[src/inc/mel_pkg.sv]
// mel_pkg: field layout, encodings and carriers for the memory error log
package mel_pkg;

    // ------------------------------------------------------------
    // field positions
    // ------------------------------------------------------------
    localparam int MISC_COL_LO = 9;
    localparam int MISC_ROW_LO = 19;
    localparam int MISC_BANK_LO = 40;
    localparam int MISC_DEV_LO = 46;
    localparam int MISC_SRANK_LO = 52;
    localparam int MISC_RANK_LO = 56;
    localparam int MISC_MODE_LO = 59;
    localparam int MISC_TRANS_BIT = 63;
    localparam int MISC_LOW_W = 9;
    localparam int ST_CODE_W = 16;
    localparam int ST_MSCOD_LO = 16;
    localparam int ST_RD_BIT = 16;
    localparam int ST_PWR_BIT = 18;
    localparam int ST_FWR_BIT = 19;
    localparam int ST_BUF_BIT = 20;
    localparam int ST_TMO_BIT = 21;
    localparam int ST_PAR_BIT = 22;
    localparam int ST_FATAL_BIT = 23;
    localparam int ST_TYPE_LO = 24;
    localparam int ST_MISC_LO = 26;
    localparam int ST_OTHER_LO = 32;
    localparam int ST_VALID_BIT = 63;

    // reserved bits that must read zero: column 18,17,9; bank 45; st 17 and 62:38
    localparam logic [63:0] MISC_RSVD_MASK = 64'h0000_2000_0006_0200;
    localparam logic [63:0] ST_RSVD_MASK = 64'h7fff_ffc0_0002_0000;

    // ------------------------------------------------------------
    // encodings
    // ------------------------------------------------------------
    localparam logic [3:0] MODE_SDC_MEM = 4'h0;
    localparam logic [3:0] MODE_SDC_APPLIED = 4'h1;
    localparam logic [3:0] MODE_ADC_MEM = 4'h4;
    localparam logic [3:0] MODE_ADC_APPLIED = 4'h5;
    localparam logic [3:0] MODE_PMEM_READ = 4'h8;
    localparam logic [7:0] CODE_CMP_MARK = 8'h80;
    localparam logic [7:0] CODE_CMP_MASK = 8'hff;
    localparam logic [63:0] REG_RESET = 64'h0;
    // bank number of the single-agent variant status register
    localparam logic [7:0] SINGLE_AGENT_BANK = 8'h0c;

    // ------------------------------------------------------------
    // carriers
    // ------------------------------------------------------------
    typedef struct packed {
        logic [9:0] column;
        logic [20:0] row;
        logic [5:0] bank;
        logic [5:0] device;
        logic [3:0] stack_rank;
        logic [2:0] rank;
        logic [3:0] mode;
        logic transient;
        logic correctable;
    } mel_addr_t;

    typedef struct packed {
        logic [2:0] txn_type;
        logic [3:0] channel;
        logic read_data_error_flag;
        logic partial_write_error_flag;
        logic full_write_error_flag;
        logic crossing_buffer_error_flag;
        logic agent_timeout_flag;
        logic tracker_parity_flag;
        logic fatal_bucket_one_flag;
        logic [1:0] memory_type_error_field;
        logic [5:0] misc_error_field;
        logic [5:0] other_info;
    } mel_event_t;

endpackage

[src/logic/mel_misc_fmt.sv]
// mel_misc_fmt: packs an address capture into the detail log word
`timescale 1ns/1ps
module mel_misc_fmt (
    input wire mel_pkg::mel_addr_t addr_i, // captured failing address
    input wire logic [8:0] low_i, // bits 8:0 passed through
    output logic [63:0] word_o // formatted detail word
);
    logic [3:0] mode_q;
    logic [5:0] dev_q;
    logic [63:0] raw;

    always_comb
    begin
        mode_q = addr_i.mode;
        unique case (addr_i.mode)
            mel_pkg::MODE_SDC_MEM, mel_pkg::MODE_SDC_APPLIED,
            mel_pkg::MODE_ADC_MEM, mel_pkg::MODE_ADC_APPLIED,
            mel_pkg::MODE_PMEM_READ: mode_q = addr_i.mode;
            default: mode_q = addr_i.mode; // reserved codes logged raw
        endcase
        // device id only carries meaning on correctable, non-transient
        dev_q = (addr_i.correctable && !addr_i.transient)
            ? addr_i.device : 6'h00;
        raw = {addr_i.transient,
               mode_q,
               addr_i.rank, addr_i.stack_rank,
               dev_q,
               addr_i.bank, addr_i.row, addr_i.column,
               low_i};
        word_o = raw & ~mel_pkg::MISC_RSVD_MASK;
    end
endmodule

[src/logic/mel_status_fmt.sv]
// mel_status_fmt: packs an agent event into the status word
`timescale 1ns/1ps
module mel_status_fmt (
    input wire mel_pkg::mel_event_t ev_i, // agent event fields
    output logic [63:0] word_o // formatted status, valid clear
);
    logic [63:0] raw;

    always_comb
    begin
        raw = mel_pkg::REG_RESET;
        raw[mel_pkg::ST_CODE_W-1:0] = {8'h00, mel_pkg::CODE_CMP_MARK
            | {1'b0, ev_i.txn_type, ev_i.channel}};
        raw[mel_pkg::ST_RD_BIT] = ev_i.read_data_error_flag;
        raw[mel_pkg::ST_PWR_BIT] = ev_i.partial_write_error_flag;
        raw[mel_pkg::ST_FWR_BIT] = ev_i.full_write_error_flag;
        raw[mel_pkg::ST_BUF_BIT] = ev_i.crossing_buffer_error_flag;
        raw[mel_pkg::ST_TMO_BIT] = ev_i.agent_timeout_flag;
        raw[mel_pkg::ST_PAR_BIT] = ev_i.tracker_parity_flag;
        raw[mel_pkg::ST_FATAL_BIT] = ev_i.fatal_bucket_one_flag;
        raw[mel_pkg::ST_TYPE_LO +: 2] = ev_i.memory_type_error_field;
        raw[mel_pkg::ST_MISC_LO +: 6] = ev_i.misc_error_field;
        raw[mel_pkg::ST_OTHER_LO +: 6] = ev_i.other_info;
        word_o = raw & ~mel_pkg::ST_RSVD_MASK;
    end
endmodule

[src/logic/mel_error_log.sv]
// mel_error_log: status and detail log registers for one memory error bank
`timescale 1ns/1ps
module mel_error_log #(
    parameter logic [7:0] BANK_ID = mel_pkg::SINGLE_AGENT_BANK
) (
    input wire logic clock_i, // 10 MHz clock
    input wire logic reset_i, // synchronous, active high
    input wire logic ev_valid_i, // one-cycle pulse: agent event
    input wire mel_pkg::mel_event_t ev_i, // agent event fields
    input wire logic addr_valid_i, // one-cycle pulse: address capture
    input wire mel_pkg::mel_addr_t addr_i, // failing address fields
    input wire logic [8:0] misc_low_i, // detail bits 8:0
    input wire logic clear_i, // one-cycle pulse: software clear
    output logic [63:0] status_o, // mesh_memory_error_status
    output logic [63:0] detail_o, // memory_error_detail_log
    output logic valid_o, // entry_valid_flag
    output logic [7:0] bank_o // reporting bank number
);
    // ------------------------------------------------------------
    // formatting
    // ------------------------------------------------------------
    logic [63:0] st_word;
    logic [63:0] misc_word;
    logic [63:0] status_r;
    logic [63:0] detail_r;
    logic valid_r;
    logic dvalid_r;
    logic [7:0] bank_r;

    mel_status_fmt u_st (
        .ev_i(ev_i),
        .word_o(st_word)
    );

    mel_misc_fmt u_misc (
        .addr_i(addr_i),
        .low_i(misc_low_i),
        .word_o(misc_word)
    );

    // ------------------------------------------------------------
    // status register: first event wins, held until clear
    // ------------------------------------------------------------
    always_ff @(posedge clock_i)
    begin
        if (reset_i)
        begin
            status_r <= mel_pkg::REG_RESET;
            valid_r <= 1'b0;
        end
        else if (ev_valid_i && (!valid_r || clear_i))
        begin
            // set wins over a clear in the same cycle
            status_r <= st_word;
            status_r[mel_pkg::ST_VALID_BIT] <= 1'b1;
            valid_r <= 1'b1;
        end
        else if (clear_i)
        begin
            status_r <= mel_pkg::REG_RESET;
            valid_r <= 1'b0;
        end
    end

    // ------------------------------------------------------------
    // detail register: captured once per entry
    // ------------------------------------------------------------
    always_ff @(posedge clock_i)
    begin
        if (reset_i)
        begin
            detail_r <= mel_pkg::REG_RESET;
            dvalid_r <= 1'b0;
        end
        else if (addr_valid_i && (!dvalid_r || clear_i))
        begin
            detail_r <= misc_word;
            dvalid_r <= 1'b1;
        end
        else if (clear_i)
        begin
            detail_r <= mel_pkg::REG_RESET;
            dvalid_r <= 1'b0;
        end
    end

    always_ff @(posedge clock_i)
    begin
        if (reset_i)
            bank_r <= 8'h00;
        else
            bank_r <= BANK_ID;
    end

    // ------------------------------------------------------------
    // outputs
    // ------------------------------------------------------------
    always_comb
    begin
        status_o = status_r;
        detail_o = detail_r;
        valid_o = valid_r;
        bank_o = bank_r;
    end
endmodule

[config.mk]
export PLATFORM = sky130hd
export DESIGN_NAME = mel_error_log
export DESIGN_NICKNAME = d
export VERILOG_FILES = /design/src/inc/mel_pkg.sv /design/src/logic/mel_misc_fmt.sv /design/src/logic/mel_status_fmt.sv /design/src/logic/mel_error_log.sv
export SDC_FILE = /design/constraint.sdc
export NUM_CORES = 1
export LEC_CHECK = 0
export BUFFER_PORTS_ARGS = -buffer_cell sky130_fd_sc_hd__buf_2
export CAP_MARGIN = 25
export CORE_MARGIN = 2
export CORE_UTILIZATION = 40
export CTS_BUF_LIST = sky130_fd_sc_hd__clkbuf_4
export DETAILED_ROUTE_END_ITERATION = 6
export MAX_ROUTING_LAYER = met4
export PLACE_DENSITY_LB_ADDON = 0.05
export SLEW_MARGIN = 40
export SYNTH_ARGS = -nofsm -noshare
export SYNTH_HDL_FRONTEND = slang
export SYNTH_SLANG_ARGS = --single-unit
[constraint.sdc]
create_clock -name clock_i -period 3 [get_ports clock_i]
set_input_delay 0.3 -clock clock_i [delete_from_list [all_inputs] [get_ports clock_i]]
set_output_delay 0.3 -clock clock_i [all_outputs]
set_load 0.01 [all_outputs]
==> results.py, run 1 <==
metrics = {
    "worst_setup_path": {
        "startpoint": "status_o[7]",
        "worst-endpoint-arrival_ns": 1.68,
        "start_kind": "flip-flop",
        "max_stage_delay_ns": 0.42,
        "slowest_stage": "dfxtp_1",
        "cp_max_fo": 28,
        "required_ns": 3.32,
        "r2r-start": "status_o[7]",
        "cp-end-kind": "flip-flop",
        "crit_buf_inv": 1,
        "path_delay_family": "flip-flops",
        "path_class": "flip-flop to flip-flop",
        "critical_path.cell_chain": "nor2b_1, nor3b_4, buf_4, a22o_1",
    },
    "floorplan": {
        "die_area_mm2": 0.00871,
        "die_y_um": 93.3,
        "pin_count": 235,
        "die_width_um": 93.3,
        "core_area_mm2": 0.00773,
        "start_util_pct": 41.3,
        "num_rows": 32,
    },
    "routing": {
        "wl_per_cell_um": 13.4,
        "top_layer": "met4",
        "viasPerCell": 4.57,
        "remaining_drc_errors": 0,
        "dr.pass1.iters": 4,
        "postRouteAntennaNets": 0,
        "wl_met2_mm": 3.26,
        "vias": 2501,
        "wl_met3_um": 737,
        "first_iter_violations": 85,
        "wl_met1_mm": 3.27,
        "wl_mm": 7.35,
    },
    "yosys": {
        "synth_top_cells_by_area": "dfxtp_1 (57%), a22o_1 (22%), buf_4 (11%)",
        "synth-xor-area-share_pct": 0,
        "synth.area.mux_share_pct": 0,
        "synth_cells": 258,
        "synth.avg_cell_area_um2": 12.4,
        "ys_seq_area_share_pct": 57.1,
        "ys_warn_count": 0,
        "mappedNetlistArea_mm2": 0.00319,
        "synth_top_cell_area_share_pct": 57.1,
        "yosys.area.top_type": "dfxtp_1",
        "synth-simple-area-share_pct": 2.04,
        "ys_types": 14,
        "synth_compound_area_share_pct": 25.2,
        "synth_seq_cells": 91,
        "synthAdderAreaFrac_pct": 0,
        "synth_top_family_by_area": "compound AO/OA/AOI/OAI gates",
    },
    "place": {
        "dp.cells": 531,
        "portBuffers": 186,
        "gp_congestion": 0.727,
        "dp_hpwl_mm": 5.23,
    },
    "finish": {
        "nFillCells": 720,
        "drive_gt1_share_pct": 47.6,
        "fin_nets": 538,
        "n_antenna_cell": 0,
        "finalNonFillerCells": 547,
        "utilization_pct": 54.0,
        "ff_latch_area_mm2": 0.00182,
        "multiInputGateArea_mm2": 0.00105,
        "syn2layout_area_growth_pct": 30.7,
    },
    "power_and_ir_drop": {
        "p_per_area_mw_per_mm2": 582,
        "power_leakage_nw": 2.20,
        "peakVddDrop_uv": 444,
    },
    "clock_network": {
        "clock-root-buffer": "clkbuf_4",
        "cts_max_path_buffers": 2,
        "cts_htree_levels": 3,
        "cts_resized": 0,
        "clock_latency_ns": 0.42,
        "cts_tree": "built",
        "cts_num_sinks": 91,
        "cts_hold_repair.buffers": 0,
        "post_cts_buffers": 0,
        "cts_buffers": 9,
        "clk_pin_slew_worst_paths_ns": 0.14,
    },
    "timing": {
        "fin_hold_ws_ns": 0.0793,
        "finalSetupViolCount": 0,
        "finalMaxSlewViolations": 0,
        "fin_crit_sh_pct": 45.1,
        "fin_crit_ns": 1.35,
        "rsz0062_at_grt": "false",
        "max_freq_ghz": 0.739,
        "fin_tns_setup_ns": 0,
        "hold_violations": 0,
        "finalClockSkew_ns": 0.0133,
    },
    "grt": {
        "grt_first_pass_wirelength_mm": 10.6,
        "grt_overflow": 0,
        "antenna_found_initial": 0,
        "grt_pass1_vias": 2174,
        "grt_max_degree": 32,
        "grtUsageTotal_pct": 15.9,
    },
    "job": {
        "maxCapViolCount": 0,
    },
    "worst_hold_path": {
        "hold_start": "addr_i[3]",
        "hold_path.class": "input port to flip-flop",
    },
    "status": {
        "status": "complete, no violations",
    },
}
==> power by group <==
group / internal [mW] / switching (mW) / leakage (nW) / total, mW
clock network: 0.433 / 0.403 / 0.0928 / 0.836
logic: 0.136 / 0.157 / 1.36 / 0.293
registers: 1.27 / 0.0297 / 0.747 / 1.30
total: 1.84 / 0.590 / 2.20 / 2.43
==> metal layers <==
metal	up-vias	track usage (%)
met5	-	-
met4	0	5.51
met3	7	5.32
met2	135	23.9
met1	1129	20.2
li1	1230	-
==> per-stage QoR <==
step	power [mW]	area (µm²)	worst slack, ns
6_report	2.43	4170	1.65
5_1_grt	2.55	4170	1.54
4_1_cts	2.47	4170	1.64
3_5_place_dp	1.62	3980	1.60
3_3_place_gp	1.62	3980	1.63
2_1_floorplan	1.53	3350	1.69
==> cell usage in the layout (no fill, tap or decap) <==
master	n
buf_2	186
dfxtp_1	91
a22o_1	82
conb_1	44
clkbuf_4	10
a32o_1	6
buf_4	6
nor2_1	4
inv_1	3
nor2b_1	3
bufinv_16	3
nor3b_4	2
clkinvlp_4	2
a211oi_2	1
a211oi_4	1
clkinv_4	1
==> area by class of cell <==
class | instances | area share (%)
inverter | 3 | 0.270
multi-input combinational | 143 | 25.1
clock inverter | 6 | 2.73
tap | 102 | 3.06
sequential | 91 | 43.7
timing repair buffer | 192 | 23.4
clock buffer | 10 | 1.80
==> path summary, 6_finish.rpt <==
| path | endpoint | slack, ns | cells after the start |
|---|---|---|---|
| setup / recovery | status_o[18] | 1.65 | 4 |
| hold / removal | detail_o[60] | 0.08 | 2 |
| hold reg to reg | detail_o[46] | 0.48 | 1 |
| setup reg to reg | status_o[18] | 1.65 | 4 |
==> flip-flops by register name, indices dropped and copies added (netlist names) <==
signal	flops
dvalid_r	1
bank_o	1
status_o	29
detail_o	60
==> synthesized netlist by cell type (all sizes together) <==
cell / number
a22o: 82
buf: 59
dfxtp: 91
nor2b: 3
nor3b: 2
a32o: 6
conb: 1
a211oi: 2
inv: 3
clkbuf: 5
nor2: 4
==> worst register-to-register path, cell delays in order, from the launching register on <==
cell and delay (ns):
dfxtp_1 0.42, nor2b_1 0.28, nor3b_4 0.06, buf_4 0.23
a22o_1 0.27
==> cells by family after synthesis <==
group | Yosys count
other cells | 1
compound gates | 90
flops | 91
buf+inv | 67
simple gates | 9
Power figures use the tool's default switching activity.
==> run 2: changes to the inputs <==
==> constraint.sdc (replaced) <==
create_clock -name clock_i -period 1.3 [get_ports clock_i]
set_input_delay 0.13 -clock clock_i [delete_from_list [all_inputs] [get_ports clock_i]]
set_output_delay 0.13 -clock clock_i [all_outputs]
set_load 0.01 [all_outputs]
==> results.py, run 2 (synthesis gave the netlist of run 1 again) <==
metrics = {
    "worst_setup_path": {
        "critical_path.cell_chain": "dlygate4sd3_1, buf_2, a211oi_4, buf_12, a22o_1",
        "required_ns": 1.65,
        "worst-endpoint-arrival_ns": 1.59,
        "cp_max_fo": 35,
        "max_stage_delay_ns": 0.53,
        "start_kind": "input port",
        "path_class": "input port to flip-flop",
        "slowest_stage": "dlygate4sd3_1",
        "cp-end-kind": "flip-flop",
    },
    "status": {
        "status": "complete, no violations",
    },
    "place": {
        "gp_congestion": 0.691,
        "dp.cells": 536,
        "portBuffers": 186,
        "dpl-instance-area_mm2": 0.00408,
        "dp_hpwl_mm": 5.60,
    },
    "clock_network": {
        "clock-root-buffer": "clkbuf_4",
        "cts_max_path_buffers": 2,
        "cts_buffers": 9,
        "cts_htree_levels": 3,
        "cts_tree": "built",
        "clk_pin_slew_worst_paths_ns": 0.14,
        "cts_num_sinks": 91,
        "clock_latency_ns": 0.42,
    },
    "grt": {
        "grtUsageTotal_pct": 20.3,
        "grt_overflow": 0,
        "grt_max_degree": 36,
        "grt_first_pass_wirelength_mm": 13.7,
        "grt_pass1_vias": 2884,
        "antenna_found_initial": 0,
    },
    "floorplan": {
        "die_width_um": 93.3,
        "pin_count": 235,
        "die_y_um": 93.3,
        "num_rows": 32,
        "core_area_mm2": 0.00773,
        "start_util_pct": 41.3,
        "die_area_mm2": 0.00871,
    },
    "finish": {
        "fin_nets": 636,
        "design_area_mm2": 0.00520,
        "multiInputGateArea_mm2": 0.00106,
        "n_antenna_cell": 0,
        "finalNonFillerCells": 645,
        "ff_latch_area_mm2": 0.00182,
        "final_common_cell": "buf_2",
        "drive_gt1_share_pct": 40.7,
        "nFillCells": 632,
        "largest_register_ffs": 60,
        "syn2layout_area_growth_pct": 62.8,
        "layout_common_cells": "buf_2 (186), dfxtp_1 (91), dlygate4sd3_1 (90)",
    },
    "routing": {
        "dr.pass1.iters": 4,
        "remaining_drc_errors": 0,
        "wl_mm": 8.99,
        "postRouteAntennaNets": 0,
        "vias": 2948,
        "viasPerCell": 4.57,
        "wl_per_cell_um": 13.9,
        "first_iter_violations": 79,
    },
    "timing": {
        "fin_tns_setup_ns": 0,
        "fin_crit_ns": 1.23,
        "fin_hold_ws_ns": 0.0690,
        "hold_violations": 0,
        "finalClockSkew_ns": 0.0149,
        "finalSetupViolCount": 0,
        "max_freq_ghz": 0.811,
        "finalMaxSlewViolations": 0,
        "fin_crit_sh_pct": 94.8,
        "rsz0062_at_grt": "false",
    },
    "power_and_ir_drop": {
        "peakVddDrop_uv": 628,
        "p_per_area_mw_per_mm2": 1060,
        "power_leakage_nw": 2.62,
    },
    "worst_hold_path": {
        "hold_path.class": "input port to flip-flop",
    },
    "job": {
        "maxCapViolCount": 0,
    },
}
[run 2: cell types whose count changed in the layout (fill, tap and decap cells not counted), moves of 2 or more]
cell and change:
nor2b_1 -2, buf_12 +6, dlygate4sd3_1 +90, bufinv_16 -2
[run 2: per-stage QoR]
step	power, mW	util [%]	worst slack (ns)
6_report	5.53	67.3	0.0671
5_1_grt	5.80	67.3	0.0145
4_1_cts	5.54	66.2	0.00856
3_5_place_dp	3.78	52.8	-0.178
3_3_place_gp	3.77	52.7	-0.328
2_1_floorplan	3.53	-	0.0301
[run 2: timing repair]
item,4_1_cts,5_1_grt
endpoints found under the setup margin,16,26
hold buffers,89,1
gates resized for setup,0,7
buffers inserted,1,1
endpoints found under the hold margin,89,1
pin swaps,1,1
gates cloned,0,1
[run 2: worst paths after layout]
path / start / to / slack, ns / depth (start not counted)
setup / recovery: addr_valid_i / detail_o[62] / 0.07 / 5
hold / removal: ev_valid_i / status_o[7] / 0.07 / 4
setup reg to reg: dvalid_r / detail_o[62] / 0.07 / 4
hold reg to reg: detail_o[50] / detail_o[50] / 0.48 / 1
[run 2: metal layers]
| metal | vias up | wire (µm) | global-route usage (%) |
|---|---|---|---|
| li1 | 1423 | - | - |
| met1 | 1358 | 3770 | 23.5 |
| met2 | 145 | 4270 | 32.9 |
| met3 | 22 | 728 | 5.72 |
| met4 | 0 | 229 | 9.19 |
| met5 | - | 0 | - |
[run 2: cell type report]
type	count	share of cell area [%]
Clock buffer	10	1.44
Clock inverter	6	1.25
Inverter	3	0.217
Multi-Input combinational cell	143	20.5
Sequential cell	91	35.0
Tap cell	102	2.45
Timing Repair Buffer	290	39.1
[run 2: critical path: cells and delay by family]
kind / cells / cell delay (ns)
buffers and inverters: 3 / 0.91
AOI/OAI and AO/OA: 2 / 0.53
[run 2: report_power, final]
part	internal [mW]	switching (mW)
sequential	2.93	0.0718
clock	0.609	0.941
combinational	0.543	0.428
total	4.09	1.44
==> run 3: changes to the inputs <==
==> constraint.sdc (replaced) <==
create_clock -name clock_i -period 1.31 [get_ports clock_i]
set_input_delay 0.131 -clock clock_i [delete_from_list [all_inputs] [get_ports clock_i]]
set_output_delay 0.131 -clock clock_i [all_outputs]
set_load 0.01 [all_outputs]
==> results.py, run 3 (synthesis gave the netlist of run 1 again) <==
metrics = {
    "power_and_ir_drop": {
        "power_leakage_nw": 2.64,
        "internal_power_mw": 4.22,
        "p_per_area_mw_per_mm2": 1080,
        "seqPwrFrac_pct": 52.9,
        "clkPwrFrac_pct": 30.1,
        "power_switching_mw": 1.41,
        "peakVddDrop_uv": 567,
        "swShare_pct": 25.1,
        "power_frac_comb_pct": 17.0,
    },
    "timing": {
        "fin_crit_sh_pct": 95.3,
        "hold_violations": 0,
        "worst_slack_ns": 0.0618,
        "rsz0062_at_grt": "false",
        "max_freq_ghz": 0.801,
        "fin_hold_ws_ns": 0.0657,
        "finalClockSkew_ns": 0.0144,
        "finalMaxSlewViolations": 0,
        "finalSetupViolCount": 0,
        "fin_crit_ns": 1.25,
    },
    "grt": {
        "antenna_found_initial": 0,
        "grt_first_pass_wirelength_mm": 13.7,
        "grt_pass1_vias": 2824,
        "grt_overflow": 0,
        "grt_max_degree": 34,
        "grtUsageTotal_pct": 20.7,
    },
    "finish": {
        "fin_nets": 636,
        "largest_register_ffs": 60,
        "syn2layout_area_growth_pct": 62.9,
        "layout_common_cells": "buf_2 (186), dfxtp_1 (91), dlygate4sd3_1 (90)",
        "n_antenna_cell": 0,
        "final_common_cell": "buf_2",
        "design_area_mm2": 0.00520,
        "drive_gt1_share_pct": 40.7,
    },
    "worst_setup_path": {
        "path_class": "input port to flip-flop",
        "startpoint": "addr_valid_i",
        "worst-endpoint-arrival_ns": 1.60,
        "rr_worst_depth": 5,
        "start_kind": "input port",
        "rrSetupSlack_ns": 0.07,
        "cp-end-kind": "flip-flop",
        "r2r-start": "dvalid_r",
        "endpoint": "detail_o[60]",
        "cp_max_fo": 33,
        "r2r_end": "detail_o[47]",
        "required_ns": 1.66,
    },
    "floorplan": {
        "start_util_pct": 41.3,
        "pin_count": 235,
        "core_area_mm2": 0.00773,
        "num_rows": 32,
        "die_width_um": 93.3,
        "die_area_mm2": 0.00871,
        "die_y_um": 93.3,
    },
    "routing": {
        "first_iter_violations": 112,
        "wl_per_cell_um": 13.9,
        "postRouteAntennaNets": 0,
        "viasPerCell": 4.54,
        "dr.pass1.iters": 4,
        "wl_mm": 8.96,
        "remaining_drc_errors": 0,
        "vias": 2931,
    },
    "place": {
        "dpl-instance-area_mm2": 0.00408,
        "gp_congestion": 0.692,
        "preCtsSetupSlack_ns": -0.133,
        "dp_hpwl_mm": 5.52,
        "portBuffers": 186,
    },
    "clock_network": {
        "cts_htree_levels": 3,
        "clock-root-buffer": "clkbuf_4",
        "cts_num_sinks": 91,
        "clk_pin_slew_worst_paths_ns": 0.13,
        "cts_tree": "built",
        "clock_latency_ns": 0.42,
        "cts_max_path_buffers": 2,
        "cts_buffers": 9,
    },
    "job": {
        "maxCapViolCount": 0,
    },
    "status": {
        "status": "complete, no violations",
    },
    "worst_hold_path": {
        "hold_path.class": "input port to flip-flop",
    },
}
## run 3: metal layers
metal | GRT usage (%) | routed length (µm) | up-vias
li1 | - | - | 1424
met5 | - | 0 | -
met4 | 8.82 | 157 | 0
met2 | 34.3 | 4360 | 137
met1 | 23.5 | 3670 | 1356
met3 | 5.56 | 767 | 14
## run 3: worst min-delay path by stage
stage	start	end	depth (start not counted)
2_1_floorplan	addr_valid_i	dvalid_r	2
3_3_place_gp	addr_i[51]	detail_o[14]	2
3_5_place_dp	addr_i[43]	detail_o[37]	2
4_1_cts	ev_valid_i	status_o[7]	4
5_1_grt	ev_valid_i	status_o[7]	4
6_report	ev_valid_i	status_o[7]	4
## run 3: final cells by class
| type | instances | area (µm²) |
|---|---|---|
| clock buffers | 9 | 67.6 |
| clock inverters | 7 | 91.3 |
| fillers | 586 | 2530 |
| inverters | 3 | 11.3 |
| multi-input cells | 143 | 1060 |
| flip-flops and latches | 91 | 1820 |
| well taps | 102 | 128 |
| repair buffers | 290 | 2020 |
## run 3: stage by stage
step	std cells	power (mW)	setup TNS [ns]	util [%]
final	645	5.63	0	67.3
after global placement	534	3.75	-8.48	52.8
after detailed placement	535	3.75	-1.96	52.8
after CTS	642	5.67	0	66.7
after global routing	645	5.91	0	67.3
after floorplan	301	3.50	0	-
## run 3: critical path: stages
cell and delay [ns]:
dlygate4sd3_1 0.54, buf_2 0.15, a211oi_4 0.35, buf_12 0.23, a22o_1 0.17
## run 3: what timing repair did
action | 4_1_cts | 5_1_grt
hold buffers | 90 | 0
pin swaps | 1 | 1
buffers inserted | 1 | 2
gates cloned | 0 | 1
gates resized for setup | 0 | 3
hold endpoints to repair | 90 | 0
endpoints found under the setup margin | 16 | 4
## run 3: power groups by stage
stage               combinational [mW]  clock [mW]  sequential [mW]
floorplan                        0.396           0             3.11
global placement                 0.709           0             3.04
detailed placement               0.718           0             3.04
CTS                              0.931        1.76             2.98
global route                      1.04        1.87             3.00
finish                           0.957        1.69             2.98
